## config.mk

```make
export PLATFORM = sky130hd
export DESIGN_NAME = axi3_avalon_interconnect_adapt
export DESIGN_NICKNAME = d
export VERILOG_FILES = /design/src/pkg/axi_av_pkg.sv /design/src/pkg/trk_if.sv /design/src/core/axi3_avalon_interconnect_adapt.sv /design/src/core/out_tracker.sv
export VERILOG_INCLUDE_DIRS = /design/src /design/src/pkg
export SDC_FILE = /design/constraint.sdc
export NUM_CORES = 1
export LEC_CHECK = 0
export BUFFER_PORTS_ARGS = -buffer_cell sky130_fd_sc_hd__buf_2
export CORE_AREA = 2 2 316 318
export CTS_CLUSTER_DIAMETER = 200
export DETAILED_ROUTE_END_ITERATION = 10
export DIE_AREA = 0 0 318 320
export GPL_ROUTABILITY_DRIVEN = 1
export GPL_TIMING_DRIVEN = 0
export PLACE_DENSITY_LB_ADDON = 0.12
export SLEW_MARGIN = 20
export SYNTH_ARGS = -nofsm -noshare
export SYNTH_HDL_FRONTEND = slang
export SYNTH_HIERARCHICAL = 1
export SYNTH_SLANG_ARGS = --single-unit
```

## constraint.sdc

```tcl
create_clock -name mclk_i -period 5.15 [get_ports mclk_i]
set_input_delay 1.03 -clock mclk_i [delete_from_list [all_inputs] [get_ports mclk_i]]
set_output_delay 1.03 -clock mclk_i [all_outputs]
set_load 0.02 [all_outputs]
```

## src/pkg/axi_av_cfg.svh

```systemverilog
// widths, field codes and build options of the axi3/avalon adapter
`ifndef AXI_AV_CFG_SVH
`define AXI_AV_CFG_SVH
`define AW          64
`define IDW         18
`define DW          32
`define SW          4
`define AVW         32
`define TGT_BIT     31
`define CNT_W       4
`define XS_REORDER  1
`define STRICT_ORD  1
`define RESP_OKAY   2'h0
`define BURST_FIXED 2'h0
`define BURST_INCR  2'h1
`define LOCK_NONE   2'h0
`define AM_CACHE    4'h0
`define AM_PROT     3'h0
`define AM_SIZE     3'h2
`endif

```

## src/pkg/axi_av_pkg.sv

```systemverilog
// types shared by the adapter modules
`include "axi_av_cfg.svh"
package axi_av_pkg;
  typedef logic [`IDW-1:0] id_t;
  typedef logic [`AW-1:0]  addr_t;
  typedef enum logic [3:0] {
    ST_IDLE, ST_XAW, ST_XW, ST_XB, ST_XAR, ST_XR,
    ST_LWD, ST_LCMD, ST_LRD, ST_RSP, ST_BRSP
  } eng_st_t;
endpackage : axi_av_pkg

```

## src/pkg/trk_if.sv

```systemverilog
// link between the command engine and the outstanding tracker
interface trk_if;
  logic issue;
  logic retire;
  logic tgt_lav;
  logic stall;
  logic pend_nz;
  logic full;
  modport user (output issue, output retire, output tgt_lav, input stall, input pend_nz, input full);
  modport trk  (input issue, input retire, input tgt_lav, output stall, output pend_nz, output full);
endinterface : trk_if

```

## src/core/axi3_avalon_interconnect_adapt.sv

```systemverilog
// axi3 and avalon masters to axi and avalon slaves, serial ordered engine
//
// Our own choices: the address map and the plain strobed port.
`include "axi_av_cfg.svh"
//
// Summary of operation
// - address channels carry 64-bit addresses and ids up to 18 bits
// - data paths 32 bits wide, built from 8-bit byte lanes
// - cache attributes go to the axi slave unaltered
// - every write response to an axi master from the axi slave comes from that final target slave
// - avalon slave write response made once the slave accepts the write
// - non-modifiable commands to the axi slave keep address, length and size
// - axi bursts to avalon slave split into several avalon accesses
// - avalon master commands carry zero cache and allocate bits
// - protection bits pass unchanged and steer nothing
// - lock, id and response carried through for exclusive access
// - avalon slaves answer okay, locked access unsupported
// - responses return in issue order per master
// - reordering slaves see id zero, others the master id
// - master outstanding to one slave only; other slave stalls
// - strict option holds avalon reads until write responses return
// - commands to avalon slave aligned to its data width
// - avalon byte enables contiguous, axi strobes any pattern
// - byte lane zero sits on bits 7 to 0
// - reads split per beat, byte enables from size, address rounded down
module axi3_avalon_interconnect_adapt (
  input  wire logic                 mclk_i,
  input  wire logic                 resetn_i,
  // axi3 master facing ports
  input  wire logic                 s_awvalid_i,
  input  wire axi_av_pkg::id_t      s_awid_i,
  input  wire axi_av_pkg::addr_t    s_awaddr_i,
  input  wire logic [3:0]           s_awlen_i,
  input  wire logic [2:0]           s_awsize_i,
  input  wire logic [1:0]           s_awburst_i,
  input  wire logic [1:0]           s_awlock_i,
  input  wire logic [3:0]           s_awcache_i,
  input  wire logic [2:0]           s_awprot_i,
  output logic                      s_awready_o,
  input  wire logic                 s_wvalid_i,
  input  wire logic [`DW-1:0]       s_wdata_i,
  input  wire logic [`SW-1:0]       s_wstrb_i,
  input  wire logic                 s_wlast_i,
  output logic                      s_wready_o,
  output logic                      s_bvalid_o,
  output axi_av_pkg::id_t           s_bid_o,
  output logic [1:0]                s_bresp_o,
  input  wire logic                 s_bready_i,
  input  wire logic                 s_arvalid_i,
  input  wire axi_av_pkg::id_t      s_arid_i,
  input  wire axi_av_pkg::addr_t    s_araddr_i,
  input  wire logic [3:0]           s_arlen_i,
  input  wire logic [2:0]           s_arsize_i,
  input  wire logic [1:0]           s_arburst_i,
  input  wire logic [1:0]           s_arlock_i,
  input  wire logic [3:0]           s_arcache_i,
  input  wire logic [2:0]           s_arprot_i,
  output logic                      s_arready_o,
  output logic                      s_rvalid_o,
  output axi_av_pkg::id_t           s_rid_o,
  output logic [`DW-1:0]            s_rdata_o,
  output logic [1:0]                s_rresp_o,
  output logic                      s_rlast_o,
  input  wire logic                 s_rready_i,
  // axi slave facing ports
  output logic                      m_awvalid_o,
  output axi_av_pkg::id_t           m_awid_o,
  output axi_av_pkg::addr_t         m_awaddr_o,
  output logic [3:0]                m_awlen_o,
  output logic [2:0]                m_awsize_o,
  output logic [1:0]                m_awburst_o,
  output logic [1:0]                m_awlock_o,
  output logic [3:0]                m_awcache_o,
  output logic [2:0]                m_awprot_o,
  input  wire logic                 m_awready_i,
  output logic                      m_wvalid_o,
  output logic [`DW-1:0]            m_wdata_o,
  output logic [`SW-1:0]            m_wstrb_o,
  output logic                      m_wlast_o,
  input  wire logic                 m_wready_i,
  input  wire logic                 m_bvalid_i,
  input  wire logic [1:0]           m_bresp_i,
  output logic                      m_bready_o,
  output logic                      m_arvalid_o,
  output axi_av_pkg::id_t           m_arid_o,
  output axi_av_pkg::addr_t         m_araddr_o,
  output logic [3:0]                m_arlen_o,
  output logic [2:0]                m_arsize_o,
  output logic [1:0]                m_arburst_o,
  output logic [1:0]                m_arlock_o,
  output logic [3:0]                m_arcache_o,
  output logic [2:0]                m_arprot_o,
  input  wire logic                 m_arready_i,
  input  wire logic                 m_rvalid_i,
  input  wire logic [`DW-1:0]       m_rdata_i,
  input  wire logic [1:0]           m_rresp_i,
  output logic                      m_rready_o,
  // avalon master facing ports
  input  wire logic [`AVW-1:0]      am_address_i,
  input  wire logic                 am_read_i,
  input  wire logic                 am_write_i,
  input  wire logic [`DW-1:0]       am_writedata_i,
  input  wire logic [`SW-1:0]       am_byteenable_i,
  output logic                      am_waitrequest_o,
  output logic [`DW-1:0]            am_readdata_o,
  output logic                      am_readdatavalid_o,
  // avalon slave facing ports
  output logic [`AVW-1:0]           av_address_o,
  output logic                      av_read_o,
  output logic                      av_write_o,
  output logic [`DW-1:0]            av_writedata_o,
  output logic [`SW-1:0]            av_byteenable_o,
  input  wire logic                 av_waitrequest_i,
  input  wire logic [`DW-1:0]       av_readdata_i,
  input  wire logic                 av_readdatavalid_i
);
  // ==========================================================
  // declarations
  axi_av_pkg::eng_st_t st_r;
  axi_av_pkg::addr_t   addr_r;
  axi_av_pkg::addr_t   x_addr_r;
  axi_av_pkg::addr_t   c_addr;
  axi_av_pkg::id_t     id_r;
  axi_av_pkg::id_t     x_id_r;
  axi_av_pkg::id_t     c_id;
  logic [3:0]          cnt_r, x_len_r, c_len, x_cache_r, c_cache;
  logic [2:0]          size_r, x_size_r, c_size, x_prot_r, c_prot;
  logic [1:0]          burst_r, x_burst_r, c_burst, x_lock_r, c_lock;
  logic                src_axi_r, wr_r, tgt_lav_r;
  logic                idle, pk_aw, pk_ar, pk_am, am_go, c_wr, c_lav;
  trk_if               tk ();

  // byte enables follow the command size, lane picked by the size-aligned address
  function automatic logic [`SW-1:0] be_of(input logic [2:0] sz, input logic [1:0] a);
    case (sz)
      3'h0:    be_of = 4'h1 << a;
      3'h1:    be_of = 4'h3 << {a[1], 1'b0};
      default: be_of = 4'hf;
    endcase
  endfunction : be_of

  // address of the following beat: fixed bursts stay, others step by size
  function automatic axi_av_pkg::addr_t next_addr(input axi_av_pkg::addr_t a, input logic [2:0] sz,
                                                  input logic [1:0] bt);
    axi_av_pkg::addr_t step;
    step = `AW'(1) << sz;
    if (bt == `BURST_FIXED) begin
      next_addr = a;
    end else begin
      next_addr = (a & ~(step - `AW'(1))) + step;
    end
  endfunction : next_addr

  // ==========================================================
  // command pick: axi write, then axi read, then avalon master
  always_comb begin
    idle  = (st_r == axi_av_pkg::ST_IDLE);
    am_go = (am_read_i || am_write_i) && am_waitrequest_o && !tk.stall && !tk.full
            && !((`STRICT_ORD != 0) && am_read_i && tk.pend_nz);
    pk_aw = idle && !tk.pend_nz && s_awvalid_i;
    pk_ar = idle && !tk.pend_nz && !s_awvalid_i && s_arvalid_i;
    pk_am = idle && !pk_aw && !pk_ar && !s_awvalid_i && !s_arvalid_i && am_go;
    if (pk_aw) begin
      c_wr = 1'b1; c_addr = s_awaddr_i; c_id = s_awid_i; c_len = s_awlen_i;
      c_size = s_awsize_i; c_burst = s_awburst_i; c_lock = s_awlock_i;
      c_cache = s_awcache_i; c_prot = s_awprot_i;
    end else if (pk_ar) begin
      c_wr = 1'b0; c_addr = s_araddr_i; c_id = s_arid_i; c_len = s_arlen_i;
      c_size = s_arsize_i; c_burst = s_arburst_i; c_lock = s_arlock_i;
      c_cache = s_arcache_i; c_prot = s_arprot_i;
    end else begin
      // avalon master: single beat, full width, no cache or allocate bits
      c_wr = am_write_i; c_addr = {{(`AW - `AVW){1'b0}}, am_address_i}; c_id = '0;
      c_len = 4'h0; c_size = `AM_SIZE; c_burst = `BURST_INCR; c_lock = `LOCK_NONE;
      c_cache = `AM_CACHE; c_prot = `AM_PROT;
    end
    c_lav = c_addr[`TGT_BIT];
  end

  // ==========================================================
  // tracker of avalon master writes whose responses are still out
  assign tk.issue   = (st_r == axi_av_pkg::ST_XW) && m_wvalid_o && m_wready_i && m_wlast_o && !src_axi_r;
  assign tk.retire  = m_bvalid_i && m_bready_o && (st_r != axi_av_pkg::ST_XB);
  assign tk.tgt_lav = idle ? am_address_i[`TGT_BIT] : tgt_lav_r;

  out_tracker u_trk (
    .mclk_i   (mclk_i),
    .resetn_i (resetn_i),
    .tk       (tk)
  );

  // one attribute register set feeds both axi slave address channels
  assign m_awid_o    = x_id_r;
  assign m_arid_o    = x_id_r;
  assign m_awaddr_o  = x_addr_r;
  assign m_araddr_o  = x_addr_r;
  assign m_awlen_o   = x_len_r;
  assign m_arlen_o   = x_len_r;
  assign m_awsize_o  = x_size_r;
  assign m_arsize_o  = x_size_r;
  assign m_awburst_o = x_burst_r;
  assign m_arburst_o = x_burst_r;
  assign m_awlock_o  = x_lock_r;
  assign m_arlock_o  = x_lock_r;
  assign m_awcache_o = x_cache_r;
  assign m_arcache_o = x_cache_r;
  assign m_awprot_o  = x_prot_r;
  assign m_arprot_o  = x_prot_r;

  // ==========================================================
  // command engine: one command at a time, responses in order
  always_ff @(posedge mclk_i or negedge resetn_i) begin
    if (!resetn_i) begin
      st_r <= axi_av_pkg::ST_IDLE;
      {src_axi_r, wr_r, tgt_lav_r} <= 3'h0;
      addr_r <= '0; id_r <= '0; cnt_r <= '0; size_r <= '0; burst_r <= '0;
      x_addr_r <= '0; x_id_r <= '0; x_len_r <= '0; x_size_r <= '0;
      x_burst_r <= '0; x_lock_r <= '0; x_cache_r <= '0; x_prot_r <= '0;
      {s_awready_o, s_arready_o, s_wready_o, s_bvalid_o, s_rvalid_o, s_rlast_o} <= 6'h0;
      s_bid_o <= '0; s_bresp_o <= '0; s_rid_o <= '0; s_rdata_o <= '0; s_rresp_o <= '0;
      {m_awvalid_o, m_wvalid_o, m_wlast_o, m_bready_o, m_arvalid_o, m_rready_o} <= 6'h0;
      m_wdata_o <= '0; m_wstrb_o <= '0;
      am_waitrequest_o <= 1'b1; am_readdata_o <= '0; am_readdatavalid_o <= 1'b0;
      av_address_o <= '0; av_read_o <= 1'b0; av_write_o <= 1'b0;
      av_writedata_o <= '0; av_byteenable_o <= '0;
    end else begin
      s_awready_o <= 1'b0;
      s_arready_o <= 1'b0;
      s_wready_o <= 1'b0;
      m_rready_o <= 1'b0;
      am_waitrequest_o <= 1'b1;
      am_readdatavalid_o <= 1'b0;
      // ready for b while the engine waits or avalon master writes are out
      m_bready_o <= ((st_r == axi_av_pkg::ST_XB) || tk.pend_nz) && !(m_bvalid_i && m_bready_o);
      case (st_r)
        axi_av_pkg::ST_IDLE: begin
          if (pk_aw || pk_ar || pk_am) begin
            src_axi_r <= !pk_am;
            wr_r <= c_wr;
            tgt_lav_r <= c_lav;
            addr_r <= c_addr;
            id_r <= c_id;
            cnt_r <= c_len;
            size_r <= c_size;
            burst_r <= c_burst;
            x_addr_r <= c_addr;
            x_id_r <= (`XS_REORDER > 1) ? '0 : c_id;
            x_len_r <= c_len;
            x_size_r <= c_size;
            x_burst_r <= c_burst;
            x_lock_r <= c_lock;
            x_cache_r <= c_cache;
            x_prot_r <= c_prot;
            s_awready_o <= pk_aw;
            s_arready_o <= pk_ar;
            m_wdata_o <= am_writedata_i;
            m_wstrb_o <= am_byteenable_i;
            m_wlast_o <= 1'b1;
            av_address_o <= {c_addr[`AVW-1:2], 2'b00};
            av_byteenable_o <= pk_am ? am_byteenable_i : be_of(c_size, c_addr[1:0]);
            av_writedata_o <= am_writedata_i;
            am_waitrequest_o <= !(pk_am && am_read_i);
            if (!c_lav) begin
              m_awvalid_o <= c_wr;
              m_arvalid_o <= !c_wr;
              st_r <= c_wr ? axi_av_pkg::ST_XAW : axi_av_pkg::ST_XAR;
            end else if (c_wr && !pk_am) begin
              st_r <= axi_av_pkg::ST_LWD;
            end else begin
              av_write_o <= c_wr;
              av_read_o <= !c_wr;
              st_r <= axi_av_pkg::ST_LCMD;
            end
          end
        end
        axi_av_pkg::ST_XAW: begin
          if (m_awready_i) begin
            m_awvalid_o <= 1'b0;
            m_wvalid_o <= !src_axi_r;
            st_r <= axi_av_pkg::ST_XW;
          end
        end
        axi_av_pkg::ST_XW: begin
          if (m_wvalid_o) begin
            if (m_wready_i) begin
              m_wvalid_o <= 1'b0;
              if (m_wlast_o && src_axi_r) begin
                st_r <= axi_av_pkg::ST_XB;
              end else if (m_wlast_o) begin
                am_waitrequest_o <= 1'b0;
                st_r <= axi_av_pkg::ST_IDLE;
              end
            end
          end else if (s_wvalid_i && s_wready_o) begin
            m_wdata_o <= s_wdata_i;
            m_wstrb_o <= s_wstrb_i;
            m_wlast_o <= s_wlast_i;
            m_wvalid_o <= 1'b1;
          end else begin
            s_wready_o <= 1'b1;
          end
        end
        axi_av_pkg::ST_XB: begin
          if (m_bvalid_i && m_bready_o) begin
            s_bresp_o <= m_bresp_i;
            s_bid_o <= id_r;
            s_bvalid_o <= 1'b1;
            st_r <= axi_av_pkg::ST_BRSP;
          end
        end
        axi_av_pkg::ST_XAR: begin
          if (m_arready_i) begin
            m_arvalid_o <= 1'b0;
            st_r <= axi_av_pkg::ST_XR;
          end
        end
        axi_av_pkg::ST_XR: begin
          if (m_rvalid_i && m_rready_o) begin
            s_rdata_o <= m_rdata_i;
            s_rresp_o <= m_rresp_i;
            s_rid_o <= id_r;
            s_rlast_o <= (cnt_r == 4'h0);
            s_rvalid_o <= src_axi_r;
            am_readdata_o <= m_rdata_i;
            am_readdatavalid_o <= !src_axi_r;
            cnt_r <= cnt_r - 4'h1;
            st_r <= src_axi_r ? axi_av_pkg::ST_RSP : axi_av_pkg::ST_IDLE;
          end else begin
            m_rready_o <= 1'b1;
          end
        end
        axi_av_pkg::ST_LWD: begin
          if (s_wvalid_i && s_wready_o) begin
            av_writedata_o <= s_wdata_i;
            av_byteenable_o <= be_of(size_r, addr_r[1:0]);
            av_address_o <= {addr_r[`AVW-1:2], 2'b00};
            av_write_o <= 1'b1;
            st_r <= axi_av_pkg::ST_LCMD;
          end else begin
            s_wready_o <= 1'b1;
          end
        end
        axi_av_pkg::ST_LCMD: begin
          if (!av_waitrequest_i) begin
            av_write_o <= 1'b0;
            av_read_o <= 1'b0;
            addr_r <= next_addr(addr_r, size_r, burst_r);
            if (!wr_r) begin
              st_r <= axi_av_pkg::ST_LRD;
            end else if (!src_axi_r) begin
              am_waitrequest_o <= 1'b0;
              st_r <= axi_av_pkg::ST_IDLE;
            end else if (cnt_r == 4'h0) begin
              s_bresp_o <= `RESP_OKAY;
              s_bid_o <= id_r;
              s_bvalid_o <= 1'b1;
              st_r <= axi_av_pkg::ST_BRSP;
            end else begin
              cnt_r <= cnt_r - 4'h1;
              st_r <= axi_av_pkg::ST_LWD;
            end
          end
        end
        axi_av_pkg::ST_LRD: begin
          if (av_readdatavalid_i) begin
            s_rdata_o <= av_readdata_i;
            s_rresp_o <= `RESP_OKAY;
            s_rid_o <= id_r;
            s_rlast_o <= (cnt_r == 4'h0);
            s_rvalid_o <= src_axi_r;
            am_readdata_o <= av_readdata_i;
            am_readdatavalid_o <= !src_axi_r;
            cnt_r <= cnt_r - 4'h1;
            st_r <= src_axi_r ? axi_av_pkg::ST_RSP : axi_av_pkg::ST_IDLE;
          end
        end
        axi_av_pkg::ST_RSP: begin
          if (s_rready_i) begin
            s_rvalid_o <= 1'b0;
            if (s_rlast_o) begin
              st_r <= axi_av_pkg::ST_IDLE;
            end else if (tgt_lav_r) begin
              // next beat, narrow or full width, goes out as its own single read
              av_address_o <= {addr_r[`AVW-1:2], 2'b00};
              av_byteenable_o <= be_of(size_r, addr_r[1:0]);
              av_read_o <= 1'b1;
              st_r <= axi_av_pkg::ST_LCMD;
            end else begin
              st_r <= axi_av_pkg::ST_XR;
            end
          end
        end
        axi_av_pkg::ST_BRSP: begin
          if (s_bready_i) begin
            s_bvalid_o <= 1'b0;
            st_r <= axi_av_pkg::ST_IDLE;
          end
        end
        default: st_r <= axi_av_pkg::ST_IDLE;
      endcase
    end
  end

  function automatic logic be_contig(input logic [`SW-1:0] b);
    be_contig = b inside {4'h1, 4'h2, 4'h4, 4'h8, 4'h3, 4'h6, 4'hc, 4'h7, 4'he, 4'hf};
  endfunction : be_contig
endmodule : axi3_avalon_interconnect_adapt

```

## src/core/out_tracker.sv

```systemverilog
// outstanding response counter with single-target tracking
`include "axi_av_cfg.svh"
module out_tracker (
  input wire logic mclk_i,
  input wire logic resetn_i,
  trk_if.trk       tk
);
  logic [`CNT_W-1:0] cnt_r;
  logic              cur_r;

  // count issues minus retires, remember the slave they went to
  always_ff @(posedge mclk_i or negedge resetn_i) begin
    if (!resetn_i) begin
      cnt_r <= '0;
      cur_r <= 1'b0;
    end else begin
      if (tk.issue && !tk.retire) begin
        cnt_r <= cnt_r + `CNT_W'(1);
      end else if (tk.retire && !tk.issue) begin
        cnt_r <= cnt_r - `CNT_W'(1);
      end
      if (tk.issue) begin
        cur_r <= tk.tgt_lav;
      end
    end
  end

  // another slave may only be addressed once all responses are back
  assign tk.pend_nz = (cnt_r != '0);
  assign tk.full    = &cnt_r;
  assign tk.stall   = tk.pend_nz && (tk.tgt_lav != cur_r);
endmodule : out_tracker

```

# Word-level counts from Yosys, hierarchy flattened
# Cells that the tools add are included.
# totals
ff_bits	372
output_inout_bits	424
elab_cells	346
# classes
n_reduce_logical	86
n_eq_ne	39
mux	167
n_bitwise	2
n_shift	5
add_sub_neg	5
# op_table
cell	count
2-to-1 mux 32 bit	10
2-to-1 mux 64 bit	5
one-hot mux 32 bit (2 select lines)	3
2-to-1 mux 18 bit	9
2-to-1 mux 4 bit	40
one-hot mux 64 bit (2 select lines)	1
one-hot mux 32 bit (3 select lines)	1
one-hot mux 18 bit (2 select lines)	2
adder 64 bit	1
AND 64 bit	1
inverter 64 bit	1
left shift 1 x 3 -> 64 bit (first input constant)	1
subtractor 64 x 1 -> 64 bit (second input constant)	1
2-to-1 mux 1 bit	57
one-hot mux 4 bit (11 select lines)	1
inequality test 2 bit (second input constant)	21
logical AND 1 bit	29
2-to-1 mux 2 bit	12
one-hot mux 4 bit (2 select lines)	3
AND reduction 4 bit	6
2-to-1 mux 3 bit	7
AND reduction 6 bit	3
nonzero test 2 bit	9
== test 4 x 3 -> 1 bit (second input constant)	4
29 further kinds	76

# Depth between registers and ports, before layout
# Gate-level depths: netlist of the first run.
# depth
word_depth	16
ltp_mapped	17

# By module
# Netlist of the first run, hierarchy kept.
# by_module_without_submodules
module	instances	cells_per_inst	area_per_inst_um2	seq_area_each_um2
axi3_avalon_interconnect_adapt	1	1882	17708.2	8309.2
out_tracker	1	35	379.1	125.1

# Worst setup path before layout of the first run
# OpenSTA, ideal clock, no wires.
# synth_path
path_kind	reg2reg
startpoint	register, netlist name m_arsize_o[1]
endpoint	register addr_r[20]
setup_slack_ps	1738
setup_time_ps	77
path_stages_with_launch	17
arrival_time_ps	3334
path_buffers	3
period_less_slack_ps	3412
path_cell_list	dfrtp_1 buf_2 buf_1 nor2_1 nand2_1 ha_1 and2_1 inv_1 fa_1 inv_1 a31oi_1 a221oi_1 o221a_2 buf_4 nand4_1 a21o_1 a21oi_1
# synth_rtl
element	line_no	text
end signal: assignment	axi3_avalon_interconnect_adapt.sv:241	addr_r <= c_addr;
end signal: assignment	axi3_avalon_interconnect_adapt.sv:347	addr_r <= next_addr(addr_r, size_r, burst_r);
end: declaration	axi3_avalon_interconnect_adapt.sv:120	axi_av_pkg::addr_t addr_r;

# Final worst setup path of the first run
# layout_path
startpoint	register st_r[1]
endpoint	register addr_r[22]
# layout_between
elab_chain_len	12
word_cells_on_any_way	31
# layout_rtl
element	line_no	text
start: declaration	axi3_avalon_interconnect_adapt.sv:119	axi_av_pkg::eng_st_t st_r;
start signal: assignment	axi3_avalon_interconnect_adapt.sv:214	st_r <= axi_av_pkg::ST_IDLE;
start signal: assignment	axi3_avalon_interconnect_adapt.sv:266	st_r <= c_wr ? axi_av_pkg::ST_XAW : axi_av_pkg::ST_XAR;
start signal: assignment	axi3_avalon_interconnect_adapt.sv:268	st_r <= axi_av_pkg::ST_LWD;
logical NOT 4 bit	axi3_avalon_interconnect_adapt.sv:157	idle = (st_r == axi_av_pkg::ST_IDLE);
2-to-1 mux 1 bit	axi3_avalon_interconnect_adapt.sv:184	assign tk.tgt_lav = idle ? am_address_i[`TGT_BIT] : tgt_lav_r;
net tk.tgt_lav	trk_if.sv:5	logic tgt_lav;
inequality test 1 bit	out_tracker.sv:31	assign tk.stall = tk.pend_nz && (tk.tgt_lav != cur_r);
logical AND 1 bit	out_tracker.sv:31	
net tk.stall	trk_if.sv:6	logic stall;
logical NOT 1 bit	axi3_avalon_interconnect_adapt.sv:158	am_go = (am_read_i || am_write_i) && am_waitrequest_o && !tk.stall && !tk.full
logical AND 1 bit (3 in series)	axi3_avalon_interconnect_adapt.sv:158	
logical AND 1 bit	axi3_avalon_interconnect_adapt.sv:162	pk_am = idle && !pk_aw && !pk_ar && !s_awvalid_i && !s_arvalid_i && am_go;
logical OR 1 bit	axi3_avalon_interconnect_adapt.sv:237	if (pk_aw || pk_ar || pk_am) begin
inequality test 2 x 1 -> 1 bit (no line)	--	
AND reduction 4 bit (no line)	--	
# The timed path passes the listed nets, and every way through them passes these cells. The select of a mux whose other input is x is not followed.
# A chain may end at the register's enable or synchronous reset.

==> results of run 1 <==
-- timing repair --
item,4_1_cts,5_1_grt
buffers inserted,2,0
gates resized for setup,5,1
hold buffers,0,0
pin swaps,1,0
endpoints found under the setup margin,52,89
-- cell usage in the layout, fill, tap and decap left out, types with 6 or more instances in the layout --
| cell | netlist | layout |
|---|---|---|
| and2_1 | 11 | 11 |
| nand3_1 | 28 | 28 |
| o21a_1 | 13 | 13 |
| o21ai_0 | 159 | 159 |
| mux2_2 | 39 | 39 |
| a311oi_1 | 7 | 7 |
| nand4_1 | 9 | 9 |
| clkbuf_16 | 0 | 48 |
| buf_4 | 136 | 137 |
| inv_1 | 94 | 94 |
| mux2i_1 | 116 | 116 |
| a222oi_1 | 63 | 63 |
| clkinv_2 | 0 | 7 |
| nor3_1 | 18 | 17 |
| buf_1 | 20 | 19 |
| nor3b_1 | 7 | 7 |
| o211ai_1 | 8 | 8 |
| a31oi_1 | 15 | 15 |
| ha_1 | 11 | 11 |
| a22oi_1 | 6 | 6 |
| a221oi_1 | 8 | 8 |
| o221ai_1 | 8 | 8 |
| nand2_1 | 228 | 228 |
| and3_1 | 13 | 13 |
| nor2b_1 | 10 | 10 |
| dfrtp_1 | 336 | 336 |
| a21o_1 | 24 | 24 |
| nor2_1 | 123 | 123 |
| o22ai_1 | 65 | 65 |
| clkbuf_8 | 0 | 8 |
| o22a_1 | 6 | 6 |
| nand2b_1 | 15 | 15 |
| buf_2 | 23 | 832 |
| a211oi_1 | 7 | 7 |
| xnor2_1 | 7 | 7 |
| a21oi_1 | 105 | 105 |
| clkbuf_1 | 86 | 89 |
-- layer usage --
metal  vias to the layer above  wire length, um  global-route usage
met5                         -              139                   0
met2                       830            46850              0.3151
met3                       118             7090             0.04882
met1                      9204            40500              0.2265
met4                        20             1679             0.03407
li1                       8496                -                   -
-- worst paths after layout --
kind | from | end | slack [ns]
max in group asynchronous | resetn_i | m_wdata_o[19] | 3.61
min | resetn_i | m_araddr_o[23] | 0.34
max | st_r[1] | addr_r[22] | 0.50
max reg2reg | st_r[1] | addr_r[22] | 0.50
min reg2reg | av_writedata_o[13] | av_writedata_o[13] | 0.47
min in group mclk_i | av_writedata_o[13] | av_writedata_o[13] | 0.47
-- metrics by stage --
stage | area, um2 | power (uW)
after global placement | 23750 | 13520
final | 25460 | 16730
after detailed placement | 23900 | 13590
after CTS | 25460 | 17000
after global routing | 25460 | 17820
after floorplan | 18090 | 9996
-- final cells by class --
cell class | instances | area (um2)
antenna | 2 | 5.005
buffer | 266 | 1553
clock buffer | 64 | 1341
clock inverter | 18 | 176.4
fill | 10718 | 72520
inverter | 96 | 360.3
multi-input combinational | 1218 | 7772
sequential | 337 | 8434
tap | 1287 | 1610
timing repair buffer | 816 | 4212
-- sequential cells by signal, indices dropped and copies added, names as in the netlist, 18 cells and up --
| register | flops |
|---|---|
| m_wdata_o | 32 |
| m_arid_o | 18 |
| s_rid_o | 18 |
| am_readdata_o | 32 |
| addr_r | 32 |
| m_araddr_o | 64 |
| s_bid_o | 18 |
| av_address_o | 30 |
| av_writedata_o | 32 |
-- power groups by stage --
stage                     clock network, uW  registers, uW  logic (uW)
final                                  3250           4930        8550
after detailed placement                  0           4970        8610
after global routing                   3480           5100        9240
after CTS                              3380           4950        8670
after global placement                    0           4940        8580
after floorplan                           0           5850        4150
-- cells by family (layout without fill, tap and decap cells) --
logic type / Yosys count / count (layout) / synth area share
mux: 156 / 156 / 0.08910
fa+ha+maj: 13 / 13 / 0.009823
xor+xnor: 10 / 10 / 0.004843
compound gates: 539 / 539 / 0.1980
simple gates: 498 / 498 / 0.1260
flops: 337 / 337 / 0.4663
buf+inv: 363 / 1260 / 0.1056
other cells: 1 / 4 / 0.0002073
==> metrics.txt, run 1 <==
Util after Layout 0.2599; peak supply drop 0.0002812 V; via/cell ratio 4.549; synthesized flop and latch total roughly 340; Final Setup Violations 0; CP top delay family simple AND/OR/NAND/NOR gates; clk_lat worst skew roughly 0.6 ns; CP Buf/Inv Count 4; Synth cell types 90; clk slew on worst S/H paths 0.06 ns; area of the die around 100,000 um2; Cell Rows 115; asr flop ratio synth 1.000; hold violation count in the final report 0; share of cells above drive strength 1 0.3993; clk_skew 0.02152 ns; smallest hold slack 0.3434 ns; IO Pins ~810; grt total ovfl 0; commonest cells in the netlist 336 x dfrtp_1, 228 x nand2_1, 159 x o21ai_0; WP data arrival 5.15 ns; Worst Path Required about 5.7 ns; area delta synth->final 40.79%; drt first pass iters 9; Hold Path Class in2async; delay of the slowest critical-path stage 0.49 ns; Netlist Area Pre-Place 18,090 um2; Chip Width about 320 um; Sw Ratio 0.4678; final worst path period need about 4.6 ns; Post-synth EDFFs 0; Synth Flop Type dfrtp_1; Clock Power Share 0.194; Layout Nets about 3,200; Clock Tree Buf Depth 3; pin count of the biggest net entering global routing 86; critical path type reg2reg; CTS tree built; top post-synthesis cells by area dfrtp_1 46%, mux2i_1 6.4%, buf_4 5.6%, nand2_1 4.7%, o21ai_0 4.4%; PD cells 657.1 nW/um2; DRC 0; ANT nets after route 0; cells after synthesis 1,917; cell with the most instances after synthesis dfrtp_1; crit-path most repeated cell nand2_1; worst rel slew slack 0.3079; clock root cell clkbuf_16; Power Internal 8906 uW; fmax 0.2151 GHz; max-cap violations 0; Seq/Total Area, Yosys 0.4663; CP endpoint kind flip-flop; CP Launch Type flip-flop; Pins Over Slew Limit 0; IO buf count 809; Fin Setup TNS 0 ns; crit-path cells nor4_2, buf_2, buf_1, nand2_1, nand2_1, xor2_1, and2_1, nor4_1, and4b_2, o21a_1, clkbuf_2, clkbuf_1, nand2_1, a22oi_1; Crit. path cell count 14; CTS Sinks around 340; Place WS -0.3968 ns; RSZ-0062 raised after global routing no; placed cells approximately 4,000; part of the cycle the worst path needs 0.9025; Comb power frac 0.511; Finished Layout Cells between 4,000 and 5,000; Max stage delay cell, worst path nor4_2; outcome finished, final reports clean; CP max FO 10; core box area 97,990 um2; DP Wirelength 77,110 um; first-iteration detailed-routing DRC count 1,389; H-tree depth 2; largest area contributor in the netlist dfrtp_1; vias post-DR around 19,000; NetSw a little under 8000 uW; initial antenna violation count 20; Die Ht roughly 320 um; final WL 96,260 um; vias in the first global route 18,960; Routed wire per std cell 23.45 um; total track usage 0.1818; Worst-Margin Slew 1.038 ns; Yosys top cell area share 0.4649; CTS buffer count 47; Final Worst Setup Slack 0.5020 ns; GPL Wtd Cong 0.8894; Starting Density 0.1846; LEAKAGE 0.01289 uW; Synth Warn # 6; worst reg-to-reg path cell count 14; syn_area_per_cell 9.435 um2; Reg power frac 0.294; first-pass GRT wire length 136,900 um
Note: power is estimated with default switching activity, not from simulation.
==> inputs of run 2 (changes only) <==
Clock period 5.15 ns to 4.9 ns, I/O delays scaled along.
==> run 2 against run 1 <==
Compared with the run above: non-clock buffer count stayed put; final cell count stayed put; global-route usage unchanged; fmax is 5.8% higher; worst setup slack better by 0.0038 ns; count of clock-buffer cells in the layout unchanged; clock power is 5% higher; worst hold slack got worse by 0.047 ns; largest power group unchanged.
==> metrics.txt, run 2 (synthesis results as in run 1) <==
clk_skew roughly 0.022 ns; Sw Ratio 0.4677; CTS tree built; Place WS -0.6468 ns; Chip Width about 320 um; outcome finished, final reports clean; worst rel slew slack 0.3276; Fin Setup TNS 0 ns; most common cell after layout, fill and taps aside buf_2; Critical R2R Launch m_arsize_o[2]; IO buf count 809; dpl cell area 23,900 um2; vias in the first global route 18,960; hold buffer count at cts 0; Filler cells between 10,000 and 15,000; drt first pass iters 7; Hold Path Class in2async; Worst-Margin Slew 1.009 ns; Die Ht 320 um; Sequential cell area approximately 8400 um2; Starting Density 0.1846; total track usage 0.1818; worst reg-to-reg path cell count 16; part of the cycle the worst path needs 0.8968; fmax 0.2276 GHz; initial antenna violation count 20; DP Wirelength 77,110 um; Worst Path Required 5.40 ns; CP endpoint kind flip-flop; Clock Power Share 0.194; ANT nets after route 0; R2R Path End addr_r[10]; first-pass GRT wire length 136,900 um; via/cell ratio ~4.5; H-tree depth 2; final WL 96,280 um; area of the multi-input gates 7779 um2; CP Launch Type flip-flop; IO Pins 813; Reg power frac 0.294; Pins Over Slew Limit 0; share of cells above drive strength 1 0.4018; pin count of the biggest net entering global routing 86; RSZ-0062 raised after global routing no; r2r setup slk 0.51 ns; Final Setup Violations 0; most frequent cells in the layout 833 x buf_2, 336 x dfrtp_1, 228 x nand2_1; PD cells slightly below 700 nW/um2; Clock Tree Buf Depth 3; GPL Wtd Cong 0.8894; max reg flops 64; core box area just under 100,000 um2; Cell Rows 115; clk slew on worst S/H paths 0.06 ns; Finished Cell Area about 25,000 um2; clock root cell clkbuf_16; Comb power frac 0.511; clk_lat worst skew between 0.5 and 0.6 ns; grt total ovfl 0; Final Worst Setup Slack roughly 0.51 ns; DRC 0; end point of the critical path addr_r[10]; Routed wire per std cell approximately 23 um; LEAKAGE 0.01291 uW; peak supply drop around 0.00029 V; vias post-DR 18,629; Util after Layout 0.2600; CTS buffer count 47; NetSw 8226 uW; area of the die approximately 100,000 um2; CP max FO 10; crit path from m_arsize_o[2]; CTS Sinks around 340; hold violation count in the final report 0; final worst path period need 4.394 ns; critical path type reg2reg; Power Internal about 9400 uW; WP data arrival 4.89 ns; Layout Nets 3,184; area delta synth->final 40.88%; first-iteration detailed-routing DRC count 1,335; max-cap violations 0
[run 2: cell count changes in the layout (fill, tap and decap cells not counted)]
cell	before	now
a31oi_1	15	14
a31oi_2	0	1
buf_1	19	16
buf_2	832	833
clkbuf_1	89	86
clkbuf_2	5	9
clkbuf_4	0	1
[run 2: layer usage]
metal,track usage,vias to the layer above,part of all wire
met5,0,-,0.0014
met4,0.03407,20,0.017
met3,0.04882,119,0.075
met2,0.3151,812,0.49
met1,0.2265,9191,0.42
li1,-,8487,-
[run 2: cell type report]
type | count | share of cell area
sequential | 337 | 0.3310
multi-input combinational | 1218 | 0.3053
timing repair buffer | 816 | 0.1653
tap | 1287 | 0.06320
buffer | 266 | 0.06133
clock buffer | 64 | 0.05264
inverter | 96 | 0.01414
clock inverter | 18 | 0.006924
antenna | 2 | 0.0001964
[run 2: how the worst min path moves through the flow]
stage / slack, ns / end
finish: 0.30 / m_araddr_o[23]
global route: 0.29 / m_araddr_o[23]
CTS: 0.25 / m_araddr_o[12]
detailed placement: 0.47 / av_writedata_o[13]
global placement: 0.46 / s_bvalid_o
floorplan: 0.46 / addr_r[5]
[run 2: power by group through the flow]
stage	Sequential, uW	Combinational, uW	Clock [uW]
after CTS	5200	9120	3550
after global routing	5360	9710	3660
after floorplan	6140	4360	0
after global placement	5190	9020	0
after detailed placement	5230	9050	0
final	5180	8990	3420
[run 2: timing repair]
| action | in CTS | in global routing |
|---|---|---|
| endpoints found under the setup margin | 126 | 171 |
| buffers inserted | 2 | 0 |
| gates resized for setup | 9 | 6 |
| pin swaps | 1 | 0 |
[run 2: worst max-delay path, stage by stage, from the launching register on]
cell and delay, ns:
dfrtp_1 0.45, buf_2 0.26, clkbuf_1 0.61, nor2_1 0.12
nand2_1 0.20, ha_1 0.17, and2_1 0.15, inv_1 0.06
fa_1 0.41, inv_1 0.11, a31oi_1 0.12, a221oi_1 0.60
o221a_2 0.38, buf_4 0.20, nor4b_1 0.26, a221oi_1 0.09
o31ai_1 0.11
[run 2: stage by stage]
| stage | hold WS (ns) | std cells | power (uW) |
|---|---|---|---|
| floorplan | 0.4648 | 1918 | 10510 |
| global placement | 0.4611 | 4014 | 14210 |
| detailed placement | 0.4651 | 4019 | 14280 |
| CTS | 0.2513 | 4103 | 17870 |
| global route | 0.2864 | 4103 | 18730 |
| finish | 0.2961 | 4104 | 17590 |
